<file path="src/design/rss_consts.svh">
// Constants for the read-side active state block
`ifndef RSS_CONSTS_SVH
`define RSS_CONSTS_SVH

// ----------------------------------------
// Register offsets (byte addresses)
// ----------------------------------------
`define RSS_OFS_OPTIONS 8'h00
`define RSS_OFS_SRC_PTR 8'h04
`define RSS_OFS_COUNTS 8'h08
`define RSS_OFS_DST_PTR 8'h0c
`define RSS_OFS_STRIDES 8'h10
`define RSS_OFS_IRQ_STATUS 8'h14
`define RSS_OFS_IRQ_MASK 8'h18
`define RSS_OFS_CONTROL 8'h1c

// ----------------------------------------
// Options field positions
// ----------------------------------------
`define RSS_OPT_LINK_BIT 22
`define RSS_OPT_IRQ_BIT 20
`define RSS_OPT_CODE_LSB 12
`define RSS_OPT_SIZE_LSB 8
`define RSS_OPT_RANK_LSB 4
`define RSS_OPT_DAM_BIT 1
`define RSS_OPT_SAM_BIT 0
`define RSS_OPT_RW_MASK 32'h0050_0000
`define RSS_OPT_VALID_MASK 32'h0053_f773

// ----------------------------------------
// Interrupt status bits
// ----------------------------------------
`define RSS_IRQ_DONE_BIT 0
`define RSS_IRQ_BADSIZE_BIT 1
`define RSS_IRQ_WIDTH 2

// ----------------------------------------
// Reset values and size limits
// ----------------------------------------
`define RSS_RESET_WORD 32'h0000_0000
`define RSS_SIZE_MAX 3'h4
`define RSS_BURST_MAX 16'h0040

`endif

</file>
<file path="src/design/rss_pkg.sv">
// Types shared by the read-side active state block
package rss_pkg;

   typedef enum logic [1:0]
   {
      RSS_IDLE = 2'b00,
      RSS_READ = 2'b01,
      RSS_DONE = 2'b10
   } rss_state_e;

endpackage

</file>
<file path="src/design/rss_sync.sv">
// Three-stage synchroniser for an external level
`timescale 1ns/1ps
module rss_sync
(
   // Clock and control
   input wire logic i_mclk,
   input wire logic i_reset,
   input wire logic i_ce,
   // Data
   input wire logic i_async,
   output logic o_level
);

   typedef struct packed
   {
      logic s1;
      logic s2;
      logic s3;
      logic level;
   } rss_sync_s;

   rss_sync_s r;
   rss_sync_s next_r;

   always_comb
   begin
      next_r = r;
      next_r.s1 = i_async;
      next_r.s2 = r.s1;
      next_r.s3 = r.s2;
      // Change the level only once the later two stages agree
      if (r.s2 == r.s3)
      begin
         next_r.level = r.s3;
      end
   end

   always_ff @(posedge i_mclk)
   begin
      if (i_reset)
      begin
         r <= '0;
      end
      else if (i_ce)
      begin
         r <= next_r;
      end
   end

   assign o_level = r.level;

endmodule

</file>
<file path="src/design/rss_step.sv">
// Next read address and byte count for one read command
`timescale 1ns/1ps
`include "rss_consts.svh"
module rss_step
(
   // Current state
   input wire logic [31:0] i_ptr,
   input wire logic [31:0] i_array_base,
   input wire logic [15:0] i_bytes_left,
   input wire logic i_const_mode,
   input wire logic [2:0] i_size,
   // Result
   output logic [31:0] o_next_ptr,
   output logic [15:0] o_chunk
);

   logic [15:0] port_bytes;
   logic [15:0] limit;
   logic [31:0] span;

   always_comb
   begin
      port_bytes = 16'h0001 << i_size;
      limit = i_const_mode ? port_bytes : `RSS_BURST_MAX;
      o_chunk = (i_bytes_left < limit) ? i_bytes_left : limit;
      span = i_ptr + {16'h0000, o_chunk} - i_array_base;
      if (i_const_mode && (span >= {16'h0000, port_bytes}))
      begin
         // Constant mode wraps back to the array start at the port width
         o_next_ptr = i_array_base;
      end
      else
      begin
         o_next_ptr = i_ptr + {16'h0000, o_chunk};
      end
   end

endmodule

</file>
<file path="src/design/rss_read_side.sv">
// Read-side active state of one transfer controller channel
//
// Summary of operation
// - Hold completion link enable; when set, completion signals chaining of the code.
// - Hold completion irq enable; when set, completion raises a completion interrupt.
// - Carry a six-bit completion code, reported with each completion.
// - Fixed-port size applies only in constant mode; codes 5 to 7 reserved.
// - Present the three-bit transfer rank as programmed; 0 highest, 7 lowest.
// - Destination style 0 increments, 1 wraps at fixed-port size.
// - Source style 0 increments, 1 wraps at fixed-port size.
// - Keep a 32-bit read pointer advanced per the source addressing style.
// - Keep 16-bit arrays left, decremented as arrays are read, zero at completion.
// - Keep 16-bit first-dimension bytes left, decremented per read command.
// - Keep 16-bit source array stride, applied when moving to the next array.
// - Destination pointer word and upper stride half always read as zero.
// - State loaded by the channel controller on submit; read-only to software except the link and irq enable bits.
//
// The address map and the address-and-strobe port are this design's own decisions.
`timescale 1ns/1ps
`include "rss_consts.svh"
module rss_read_side
   import rss_pkg::*;
(
   // Clock and control
   input wire logic i_mclk,
   input wire logic i_reset,
   input wire logic i_ce,
   // Request load from the channel controller
   input wire logic i_load,
   input wire logic [31:0] i_load_options,
   input wire logic [31:0] i_load_src,
   input wire logic [15:0] i_load_arrays,
   input wire logic [15:0] i_load_bytes,
   input wire logic [15:0] i_load_stride,
   output logic o_load_ready,
   // Read command toward memory endpoints
   output logic o_rd_valid,
   output logic [31:0] o_rd_addr,
   output logic [15:0] o_rd_bytes,
   input wire logic i_rd_ready,
   // Completion report
   output logic o_done,
   output logic [5:0] o_done_code,
   output logic o_done_link,
   output logic o_done_irq,
   // External pause pin from outside the clock domain
   input wire logic i_pause_pin,
   // Register port
   input wire logic [7:0] i_addr,
   input wire logic [31:0] i_wdata,
   input wire logic i_wr,
   input wire logic i_rd,
   output logic [31:0] o_rdata,
   // Interrupt
   output logic o_irq
);

   typedef struct packed
   {
      rss_state_e state;
      logic [31:0] options;
      logic [31:0] ptr;
      logic [31:0] array_base;
      logic [15:0] arrays;
      logic [15:0] bytes;
      logic [15:0] bytes_reload;
      logic [15:0] stride;
      logic rd_valid;
      logic [31:0] rd_addr;
      logic [15:0] rd_bytes;
      logic [31:0] step_ptr;
      logic done;
      logic [5:0] done_code;
      logic done_link;
      logic done_irq;
      logic [`RSS_IRQ_WIDTH-1:0] irq_status;
      logic [`RSS_IRQ_WIDTH-1:0] irq_mask;
      logic sw_pause;
      logic [31:0] rdata;
      logic irq;
      logic load_ready;
   } rss_s;

   rss_s r;
   rss_s next_r;
   logic pause_level;
   logic [31:0] step_next_ptr;
   logic [15:0] step_chunk;
   logic const_mode;
   logic [2:0] size_code;
   logic [`RSS_IRQ_WIDTH-1:0] irq_set;
   logic load_bad_size;

   // ----------------------------------------
   // Pause pin synchroniser
   // ----------------------------------------
   rss_sync u_pause_sync
   (
      .i_mclk(i_mclk),
      .i_reset(i_reset),
      .i_ce(i_ce),
      .i_async(i_pause_pin),
      .o_level(pause_level)
   );

   // ----------------------------------------
   // Address stepping
   // ----------------------------------------
   // Size only in constant mode
   assign const_mode = r.options[`RSS_OPT_SAM_BIT];

   // Reserved size codes fall back to the widest port so a chunk never outgrows the port
   always_comb
   begin
      if (r.options[`RSS_OPT_SIZE_LSB +: 3] > `RSS_SIZE_MAX)
      begin
         size_code = `RSS_SIZE_MAX;
      end
      else
      begin
         size_code = r.options[`RSS_OPT_SIZE_LSB +: 3];
      end
   end

   rss_step u_step
   (
      .i_ptr(r.ptr),
      .i_array_base(r.array_base),
      .i_bytes_left(r.bytes),
      .i_const_mode(const_mode),
      .i_size(size_code),
      .o_next_ptr(step_next_ptr),
      .o_chunk(step_chunk)
   );

   // ----------------------------------------
   // Load checks
   // ----------------------------------------
   // Destination style is only held here; it still makes the size field count
   // Reserved size codes are flagged when either side uses constant mode
   always_comb
   begin
      load_bad_size = 1'b0;
      if (i_load_options[`RSS_OPT_SAM_BIT] || i_load_options[`RSS_OPT_DAM_BIT])
      begin
         load_bad_size = (i_load_options[`RSS_OPT_SIZE_LSB +: 3] > `RSS_SIZE_MAX);
      end
   end

   // ----------------------------------------
   // Next state
   // ----------------------------------------
   always_comb
   begin
      next_r = r;
      next_r.done = 1'b0;
      irq_set = '0;

      case (r.state)
         RSS_IDLE:
         begin
            if (i_load)
            begin
               // Reserved option bits never reach the register, so they read back as zero
               next_r.options = i_load_options & `RSS_OPT_VALID_MASK;
               next_r.ptr = i_load_src;
               next_r.array_base = i_load_src;
               next_r.arrays = i_load_arrays;
               next_r.bytes = i_load_bytes;
               next_r.bytes_reload = i_load_bytes;
               next_r.stride = i_load_stride;
               next_r.state = RSS_READ;
               // Reserved size flagged in constant mode
               irq_set[`RSS_IRQ_BADSIZE_BIT] = load_bad_size;
            end
         end
         RSS_READ:
         begin
            if (r.rd_valid)
            begin
               if (i_rd_ready)
               begin
                  next_r.rd_valid = 1'b0;
                  next_r.ptr = r.step_ptr;
                  next_r.bytes = r.bytes - r.rd_bytes;
                  if (r.bytes == r.rd_bytes)
                  begin
                     next_r.arrays = r.arrays - 16'h0001;
                     if (r.arrays > 16'h0001)
                     begin
                        next_r.array_base = r.array_base + {{16{r.stride[15]}}, r.stride};
                        next_r.ptr = r.array_base + {{16{r.stride[15]}}, r.stride};
                        next_r.bytes = r.bytes_reload;
                     end
                  end
               end
            end
            // Either count zero ends the request
            else if ((r.arrays == 16'h0000) || (r.bytes == 16'h0000))
            begin
               next_r.arrays = 16'h0000;
               next_r.bytes = 16'h0000;
               next_r.state = RSS_DONE;
            end
            else if (!pause_level && !r.sw_pause)
            begin
               next_r.rd_valid = 1'b1;
               next_r.rd_addr = r.ptr;
               next_r.rd_bytes = step_chunk;
               next_r.step_ptr = step_next_ptr;
            end
         end
         RSS_DONE:
         begin
            next_r.done = 1'b1;
            next_r.done_code = r.options[`RSS_OPT_CODE_LSB +: 6];
            next_r.done_link = r.options[`RSS_OPT_LINK_BIT];
            next_r.done_irq = r.options[`RSS_OPT_IRQ_BIT];
            irq_set[`RSS_IRQ_DONE_BIT] = r.options[`RSS_OPT_IRQ_BIT];
            next_r.state = RSS_IDLE;
         end
         default:
         begin
            next_r.state = RSS_IDLE;
         end
      endcase

      // ----------------------------------------
      // Register writes
      // ----------------------------------------
      // Pointer, count and stride words ignore writes: software only observes them
      if (i_wr)
      begin
         if (i_addr == `RSS_OFS_OPTIONS)
         begin
            // Only the two enable bits are writable; rest of the state is held
            // Built on next_r so a load in the same cycle is not undone
            next_r.options = (next_r.options & ~`RSS_OPT_RW_MASK) | (i_wdata & `RSS_OPT_RW_MASK);
         end
         else if (i_addr == `RSS_OFS_IRQ_STATUS)
         begin
            next_r.irq_status = r.irq_status & ~i_wdata[`RSS_IRQ_WIDTH-1:0];
         end
         else if (i_addr == `RSS_OFS_IRQ_MASK)
         begin
            next_r.irq_mask = i_wdata[`RSS_IRQ_WIDTH-1:0];
         end
         else if (i_addr == `RSS_OFS_CONTROL)
         begin
            // Hold only stops new commands; one already offered still waits for acceptance
            next_r.sw_pause = i_wdata[0];
         end
      end
      // Set wins over a same-cycle clear
      next_r.irq_status = next_r.irq_status | irq_set;

      // ----------------------------------------
      // Register reads
      // ----------------------------------------
      next_r.rdata = `RSS_RESET_WORD;
      if (i_rd)
      begin
         if (i_addr == `RSS_OFS_OPTIONS)
         begin
            next_r.rdata = r.options;
         end
         else if (i_addr == `RSS_OFS_SRC_PTR)
         begin
            next_r.rdata = r.ptr;
         end
         else if (i_addr == `RSS_OFS_COUNTS)
         begin
            next_r.rdata = {r.arrays, r.bytes};
         end
         else if (i_addr == `RSS_OFS_STRIDES)
         begin
            next_r.rdata = {16'h0000, r.stride};
         end
         else if (i_addr == `RSS_OFS_IRQ_STATUS)
         begin
            next_r.rdata = {30'h0, r.irq_status};
         end
         else if (i_addr == `RSS_OFS_IRQ_MASK)
         begin
            next_r.rdata = {30'h0, r.irq_mask};
         end
         else if (i_addr == `RSS_OFS_CONTROL)
         begin
            next_r.rdata = {31'h0, r.sw_pause};
         end
      end

      // ----------------------------------------
      // Registered flags
      // ----------------------------------------
      // Level interrupt follows status and mask as they stand after this cycle
      next_r.irq = |(next_r.irq_status & next_r.irq_mask);
      // Kept in a flop so the handshake output is not a decode of the state
      next_r.load_ready = (next_r.state == RSS_IDLE);
   end

   // ----------------------------------------
   // State register
   // ----------------------------------------
   always_ff @(posedge i_mclk)
   begin
      if (i_reset)
      begin
         r <= '0;
         // Idle after reset, so a request is taken at the first edge after release
         r.load_ready <= 1'b1;
      end
      else if (i_ce)
      begin
         r <= next_r;
      end
   end

   // ----------------------------------------
   // Outputs
   // ----------------------------------------
   assign o_load_ready = r.load_ready;
   assign o_rd_valid = r.rd_valid;
   assign o_rd_addr = r.rd_addr;
   assign o_rd_bytes = r.rd_bytes;
   assign o_done = r.done;
   assign o_done_code = r.done_code;
   assign o_done_link = r.done_link;
   assign o_done_irq = r.done_irq;
   assign o_rdata = r.rdata;
   assign o_irq = r.irq;

endmodule

</file>
<file path="config.mk">
export PLATFORM = sky130hd
export DESIGN_NAME = rss_read_side
export DESIGN_NICKNAME = d
export VERILOG_FILES = /design/src/design/rss_pkg.sv /design/src/design/rss_sync.sv /design/src/design/rss_step.sv /design/src/design/rss_read_side.sv
export VERILOG_INCLUDE_DIRS = /design/src /design/src/design
export SDC_FILE = /design/constraint.sdc
export NUM_CORES = 1
export LEC_CHECK = 0
export ABC_AREA = 1
export CAP_MARGIN = 10
export CELL_PAD_IN_SITES_DETAIL_PLACEMENT = 0
export CELL_PAD_IN_SITES_GLOBAL_PLACEMENT = 1
export CORE_ASPECT_RATIO = 0.7
export CORE_MARGIN = 3
export CORE_UTILIZATION = 45
export CTS_CLUSTER_SIZE = 30
export DETAILED_ROUTE_END_ITERATION = 12
export DONT_BUFFER_PORTS = 1
export GPL_ROUTABILITY_DRIVEN = 0
export PLACE_DENSITY = 0.81
export SYNTH_ARGS = -nofsm -noshare
export SYNTH_HDL_FRONTEND = slang
export SYNTH_HIERARCHICAL = 1
export SYNTH_SLANG_ARGS = --single-unit
export TNS_END_PERCENT = 10
</file>
<file path="constraint.sdc">
create_clock -name i_mclk -period 7.59 [get_ports i_mclk]
set_input_delay 1.1385 -clock i_mclk [delete_from_list [all_inputs] [get_ports i_mclk]]
set_output_delay 1.1385 -clock i_mclk [all_outputs]
set_load 0.01 [all_outputs]
</file>
==> metrics.md, run 1 <==
| Metric | Value |
|---|---|
| Post-synthesis cell count | 3519 |
| All-Layer GR Usage | 28.6% |
| Io pins | 252 |
| Tightest hold margin | 0.445 ns |
| Maxcap violations | 0 |
| Placed cell areas | 21400 um^2 |
| Slowest cell on crit path | fa_1 |
| Slowest stage delay, CP | 0.45 ns |
| Area delta synth->final | 4.50% |
| Post-synth EDFFs | 0 |
| Relative slew slack | 17.4% |
| Die area | 50700 um^2 |
| Largest area contributor in the netlist | dfxtp_1 |
| Vias in the first global route | 19.2k |
| GR Overflow Total | 0 |
| Vias | 21.8k |
| Fin util | 48.1% |
| Clk_skew | 0.0327 ns |
| CP max FO | 14 |
| Worst vdd ir | 0.000148 V |
| Most frequent CP cell | nand2_1 |
| Residual DRC count | 0 |
| Fmax | 0.142 GHz |
| Element type at the critical path end | flip-flop |
| Crit Path Class | reg -> reg |
| CTS max path bufs | 3 |
| TritonRoute pass-1 iters | 6 |
| Slew Limit Fails | 0 |
| Crit share post-route | 92.6% |
| Initial core utilization | 46.0% |
| Final Setup Violations | 0 |
| CTS tree | yes |
| Initial antenna violation count | 5 |
| Post-Layout Inst Area | 22500 um^2 |
| ANT nets after route | 0 |
| Crit-path leading delay family | simple AND/OR/NAND/NOR gates |
| TritonCTS Sinks | 295 |
| Overall die height | 189 um |
| P_leak | 11.1 nW |
| Final Instance Count excl. Fillers | 4025 |
| Via-to-Cell Ratio | 5.42 |
| Fin nets | 3663 |
| Netlist cell types | 55 |
| CTS Hold Buffers Added | 0 |
| Clock Root Buffer | clkbuf_16 |
| Die Span X | 268 um |
| Startpoint types | flip-flop |
| Worst Tran Pin Value | 1.24 ns |
| Worst path required time | 8.10 ns |
| # rows | 66 |
| Top post-synthesis cells by area | dfxtp_1, nand2_1, inv_1 |
| # placed instances | 3957 |
| Ys Warns | 6 |
| Iter 0 DRT Violations | 2308 |
| Seq cells post-synth | 295 |
| Worst path arrival time | 7.54 ns |
| Post-synth top flop | dfxtp_1 |
| Status | completed |
| First-pass GRT wire length | 113000 um |
| Hpwl dp | 57500 um |
| Worst-path clk slew | 0.07 ns |
| Post-synthesis sequential area ratio | 27.4% |
| Reg area | 5910 um^2 |
| Pwr dens | 231 nW/um^2 |
| Drt total wl | 74600 um |
| Area of the multi-input gates | 12400 um^2 |
| H-tree lvl count | 1 |
| Core ar. | 46900 um^2 |
| Clk_lat worst skew | 0.61 ns |
| Pin count of the biggest net entering global routing | 147 |
| Total clock buffers created by CTS | 31 |
| Average wire per standard cell | 18.5 um |
| Layout cell share with drive strength beyond 1 | 5.13% |
| Share of the synthesized area in the top cell type | 27.4% |
| Post-synth ARST share | 0% |
| CP bufs+invs | 7 |
| Final Hold Fails | 0 |
| Mapped Area | 21600 um^2 |
| Crit path time final | 7.03 ns |
| Hold crit path type | reg -> reg |
| Syn Area/Cell | 6.13 um^2 |
| Fillers | 4938 |
| Port Buffer Count | 0 |
## report_power, final
| part | leakage [nW] | total (mW) | switching, mW | internal, mW |
|---|---|---|---|---|
| logic | 8.22 | 1.82 | 1.21 | 0.611 |
| clock network | 0.504 | 1.59 | 0.688 | 0.904 |
| registers | 2.41 | 1.81 | 0.152 | 1.66 |
## synthesized netlist by cell type, drive strengths merged (2+ instances only)
library cell and instances:
ha 110, buf 146, xor2 46, a21boi 4, nand4 27, a21o 3, and2 2, xnor2 23
o21ai 272, o21bai 9, a22o 2, or2 3, nor3 24, nand2 912, o221ai 17, a21oi 264
o21a 4, dfxtp 295, nor2 432, clkbuf 76, clkinv 3, nand3 191, a22oi 4, inv 560
nor3b 2, nand3b 14, a31oi 8, nor4 4, fa 4, o211ai 53
## final cells by class
cell class                      count  area share [%]
Antenna cell                        2          0.0222
Clock buffer                       44            3.88
Clock inverter                     11           0.671
Inverter                          563            9.43
Multi-Input combinational cell   2454            54.9
Sequential cell                   295            26.2
Tap cell                          612            3.40
Timing Repair Buffer               43            1.48
Timing Repair inverter              1          0.0333
## metrics by stage
stage | setup slack (ns) | setup TNS [ns] | power (mW)
2_1_floorplan | 1.60 | 0 | 3.12
3_3_place_gp | 0.216 | 0 | 3.54
3_5_place_dp | 0.0327 | 0 | 3.57
4_1_cts | 0.117 | 0 | 5.16
5_1_grt | -0.00126 | -0.00126 | 5.54
6_report | 0.559 | 0 | 5.22
## worst paths after layout
check             depth (start not counted)        end       from  slack, ns
hold reg to reg                           2  flip-flop  flip-flop       0.45
setup / recovery                         45      r[69]  flip-flop       0.56
hold / removal                            2  flip-flop  flip-flop       0.45
setup reg to reg                         45      r[69]  flip-flop       0.56
## placed cells by master (no fill, tap or decap), types with 5 or more instances in the layout
| cell type | Yosys | final |
|---|---|---|
| clkbuf_8 | 0 | 5 |
| a21oi_1 | 261 | 257 |
| nand3b_1 | 14 | 14 |
| clkinv_2 | 1 | 6 |
| xor2_1 | 46 | 46 |
| o21ai_0 | 252 | 247 |
| o211ai_1 | 53 | 53 |
| a21oi_2 | 3 | 6 |
| nand3_2 | 5 | 5 |
| nor2_2 | 15 | 17 |
| ha_1 | 110 | 107 |
| clkbuf_16 | 0 | 31 |
| nor3_1 | 23 | 22 |
| nand2_2 | 7 | 8 |
| o21bai_1 | 9 | 9 |
| dfxtp_1 | 295 | 294 |
| nor2_1 | 412 | 405 |
| nor2_4 | 5 | 10 |
| clkbuf_1 | 75 | 8 |
| xnor2_1 | 23 | 23 |
| o21ai_1 | 19 | 22 |
| nand4_1 | 25 | 25 |
| a31oi_1 | 8 | 8 |
| nand2_1 | 902 | 900 |
| buf_4 | 104 | 40 |
| inv_1 | 545 | 544 |
| inv_2 | 14 | 14 |
| o221ai_1 | 17 | 17 |
| conb_1 | 1 | 16 |
| nand3_1 | 185 | 185 |
## layer usage
metal  vias up  wire, um  global-route usage [%]
li1      10800         -                       -
met1     10000     35500                    44.0
met2       927     29500                    40.6
met3       108      7860                    5.83
met4         6      1820                    6.48
met5         -        33                       0
## cell families after synthesis
family / Yosys count / share of synthesized area (%)
other: 1 / 0.0174
adders and majority gates: 114 / 6.75
buffers and inverters: 785 / 16.0
AOI/OAI and AO/OA: 643 / 16.3
and+or+nand+nor: 1612 / 30.8
DFF: 295 / 27.4
xor gates and xnor gates: 69 / 2.80
## worst reg2reg max path: cells and delay by family, from the launching register on
| family | cells | cell delay, ns |
|---|---|---|
| buffers and inverters | 7 | 0.75 |
| XOR/XNOR | 2 | 0.37 |
| flip-flops | 1 | 0.33 |
| AO/OA/AOI/OAI | 8 | 1.22 |
| adder cells (fa/ha/maj) | 5 | 1.61 |
| AND/OR/NAND/NOR | 23 | 2.65 |
## what timing repair did
item,in CTS,in global routing
gates resized for setup,2,29
endpoints found under the setup margin,23,32
pin swaps,0,8
setup buffers,0,10
cloned,0,1
No activity file was read; power rests on OpenSTA's default activity.
==> run 2, diff against run 1 <==
ABC_AREA = unset   (was 1)
CTS_CLUSTER_DIAMETER = 40   (was unset)
PLACE_DENSITY = 0.77   (was 0.81)
==> run 2 against run 1 <==
  * The flow now finishes with violations (negative setup slack)
  * Routed wire length decreased by 8.7%
  * Hold slack gained 0.0098 ns
  * Via count down 14%
  * Clock power grew 21%
  * Combinational power grew 17%
  * Area after synthesis fell by 11%
  * Critical endpoint is now r[59]
  * Largest cell class unchanged
  * Highest routed layer unchanged
==> metrics.md, run 2 <==
| Metric | Value |
|---|---|
| Element type at the critical path end | flip-flop |
| Relative slew slack | 15.3% |
| Logic pwr share | 36.6% |
| TNS Setup | -12.78 ns |
| Maxcap violations | 0 |
| Violated checks | negative setup slack |
| Fin nets | 2802 |
| Post-synthesis sequential area ratio | 30.6% |
| Final WS setup | -0.436 ns |
| Final Hold Fails | 0 |
| Most common cell in the netlist | nand2_1 |
| Clk pwr share | 33.0% |
| Hpwl dp | 49000 um |
| Via-to-Cell Ratio | 6.03 |
| Initial core utilization | 46.3% |
| ANT nets after route | 0 |
| Clk_skew | 0.0226 ns |
| Clock Root Buffer | clkbuf_16 |
| Largest area contributor in the netlist | dfxtp_1 |
| Most common cell after layout, fill and taps aside | nand2_1 |
| Final Instance Count excl. Fillers | 3107 |
| Post-synth ARST share | 0% |
| TritonCTS Sinks | 295 |
| Sw frac | 37.4% |
| Pwr dens | 260 nW/um^2 |
| Initial antenna violation count | 6 |
| Clk_lat worst skew | 0.55 ns |
| TritonRoute pass-1 iters | 6 |
| Post-synth EDFFs | 0 |
| CTS tree | yes |
| Worst vdd ir | 0.000149 V |
| CTS max path bufs | 3 |
| Overall die height | 179 um |
| Layout cell share with drive strength beyond 1 | 17.4% |
| All-Layer GR Usage | 28.5% |
| Crit path time final | 8.03 ns |
| Port Buffer Count | 0 |
| P_int | 3.64 mW |
| Slowest stage delay, CP | 0.52 ns |
| Final Setup Violations | 32 |
| Commonest cells after routing, fill and taps aside | nand2_1, dfxtp_1, a21oi_1, nor2_1, buf_4 |
| Netlist cell types | 97 |
| Post-synth top flop | dfxtp_1 |
| First-pass GRT wire length | 101000 um |
| Top post-synthesis cells by area | dfxtp_1, nand2_1, ha_1 |
| Vias | 18.7k |
| Most frequent cells after synthesis | nand2_1, dfxtp_1, a21oi_1, nor2_1, clkbuf_1 |
| Seq cells post-synth | 295 |
| H-tree lvl count | 2 |
| Post-synthesis cell count | 2493 |
| Sequential share of power | 30.4% |
| GR Overflow Total | 0 |
| Slew Limit Fails | 0 |
| Pin count of the biggest net entering global routing | 269 |
| Most frequent CP cell | a21oi_2 |
| P_leak | 8.75 nW |
| Crit share post-route | 106% |
| Core ar. | 41700 um^2 |
| Worst path arrival time | 8.43 ns |
| Iter 0 DRT Violations | 1786 |
| CP max FO | 7 |
| NetSw | 2.18 mW |
| Crit Path Class | reg -> reg |
| # placed instances | 3006 |
| Startpoint types | flip-flop |
| Hold crit path type | reg -> reg |
| Total clock buffers created by CTS | 39 |
| Syn Area/Cell | 7.73 um^2 |
| Average wire per standard cell | 21.9 um |
| Fmax | 0.125 GHz |
| Die Span X | 253 um |
| Slowest cell on crit path | or4_4 |
| Ys Warns | 6 |
| Drt total wl | 68100 um |
| Worst-path clk slew | 0.07 ns |
| Mapped Area | 19300 um^2 |
| Status | complete, but fails checks |
| # rows | 62 |
| Residual DRC count | 0 |
| Share of the synthesized area in the top cell type | 30.6% |
| Worst path required time | 8.00 ns |
| Area delta synth->final | 16.0% |
| Io pins | 252 |
| Die area | 45400 um^2 |
| Unrepaired setup endpoints after global routing | yes |
| Worst Tran Pin Value | 1.27 ns |
| Vias in the first global route | 17.2k |
-- run 2: changes by cell type in the layout (fill, tap and decap cells not counted), moves of 72 or more --
cell	delta
o21ai_0	-160
inv_1	-457
nand3_1	-142
a211oi_1	+72
nand2_1	-493
buf_4	+164
nor2_1	-195
-- run 2: cell type report --
type | count | area (um^2)
clock buffers | 42 | 1020
well taps | 544 | 681
fillers | 3901 | 19300
inverters | 88 | 330
multi-input cells | 1890 | 12400
repair buffers | 214 | 1710
flip-flops and latches | 295 | 5910
diodes | 4 | 10.0
clock inverters | 30 | 349
-- run 2: power groups by stage --
stage / registers (mW) / clock network (mW) / logic (mW)
finish: 1.77 / 1.92 / 2.13
global route: 1.78 / 2.01 / 2.31
CTS: 1.76 / 1.94 / 1.99
detailed placement: 1.80 / 0 / 1.93
global placement: 1.80 / 0 / 1.90
floorplan: 1.74 / 0 / 1.32
-- run 2: worst max-delay path: cells and delay by family, from the launching register on --
kind / cells / cell delay, ns
xor+xnor: 1 / 0.17
buf+inv: 7 / 0.95
simple gates: 13 / 2.06
mux: 2 / 0.55
fa+ha+maj: 3 / 0.80
compound gates: 17 / 2.90
flops: 1 / 0.37
-- run 2: logic make-up (layout without fill, tap and decap cells) --
logic type | count (synthesis) | in the layout | share of synthesized area [%]
other | 1 | 20 | 0.0195
XOR/XNOR | 85 | 85 | 3.93
AND/OR/NAND/NOR | 874 | 874 | 20.3
adder cells (fa/ha/maj) | 114 | 114 | 7.55
flip-flops | 295 | 295 | 30.6
buffers and inverters | 323 | 374 | 8.48
AO/OA/AOI/OAI | 731 | 731 | 24.7
multiplexers | 70 | 70 | 4.44
-- run 2: final timing paths --
check / slack (ns) / to / startpoint / depth (start not counted)
setup / recovery: -0.44 / r[59] / flip-flop / 43
hold reg to reg: 0.45 / r[146] / r[146] / 2
setup reg to reg: -0.44 / r[59] / flip-flop / 43
hold / removal: 0.45 / r[146] / r[146] / 2
-- run 2: metal layers --
metal / global-route usage, % / routed length, um / up-vias
li1: - / - / 8833
met1: 41.6 / 31200 / 8959
met2: 42.4 / 28900 / 836
met3: 5.37 / 6340 / 103
met4: 8.59 / 1570 / 2
met5: 0 / 20 / -
-- run 2: through the flow --
stage               hold slack, ns  utilization (%)  worst slack (ns)  power [mW]  cell area, um^2
global placement             0.439             48.5            -0.454        3.70            20200
detailed placement           0.443             48.5            -0.755        3.73            20200
floorplan                    0.426                -            0.0106        3.06            19400
CTS                          0.453             52.4            -0.225        5.70            21800
finish                       0.455             53.7            -0.436        5.82            22400
global route                 0.472             53.7            -0.602        6.10            22400
-- run 2: what timing repair did --
action | 4_1_cts | 5_1_grt
setup buffers | 10 | 14
endpoints found under the hold margin | 0 | 0
cloned | 1 | 1
resized for setup | 44 | 79
endpoints found under the setup margin | 32 | 32
pin swaps | 21 | 41
hold buffers | 0 | 0
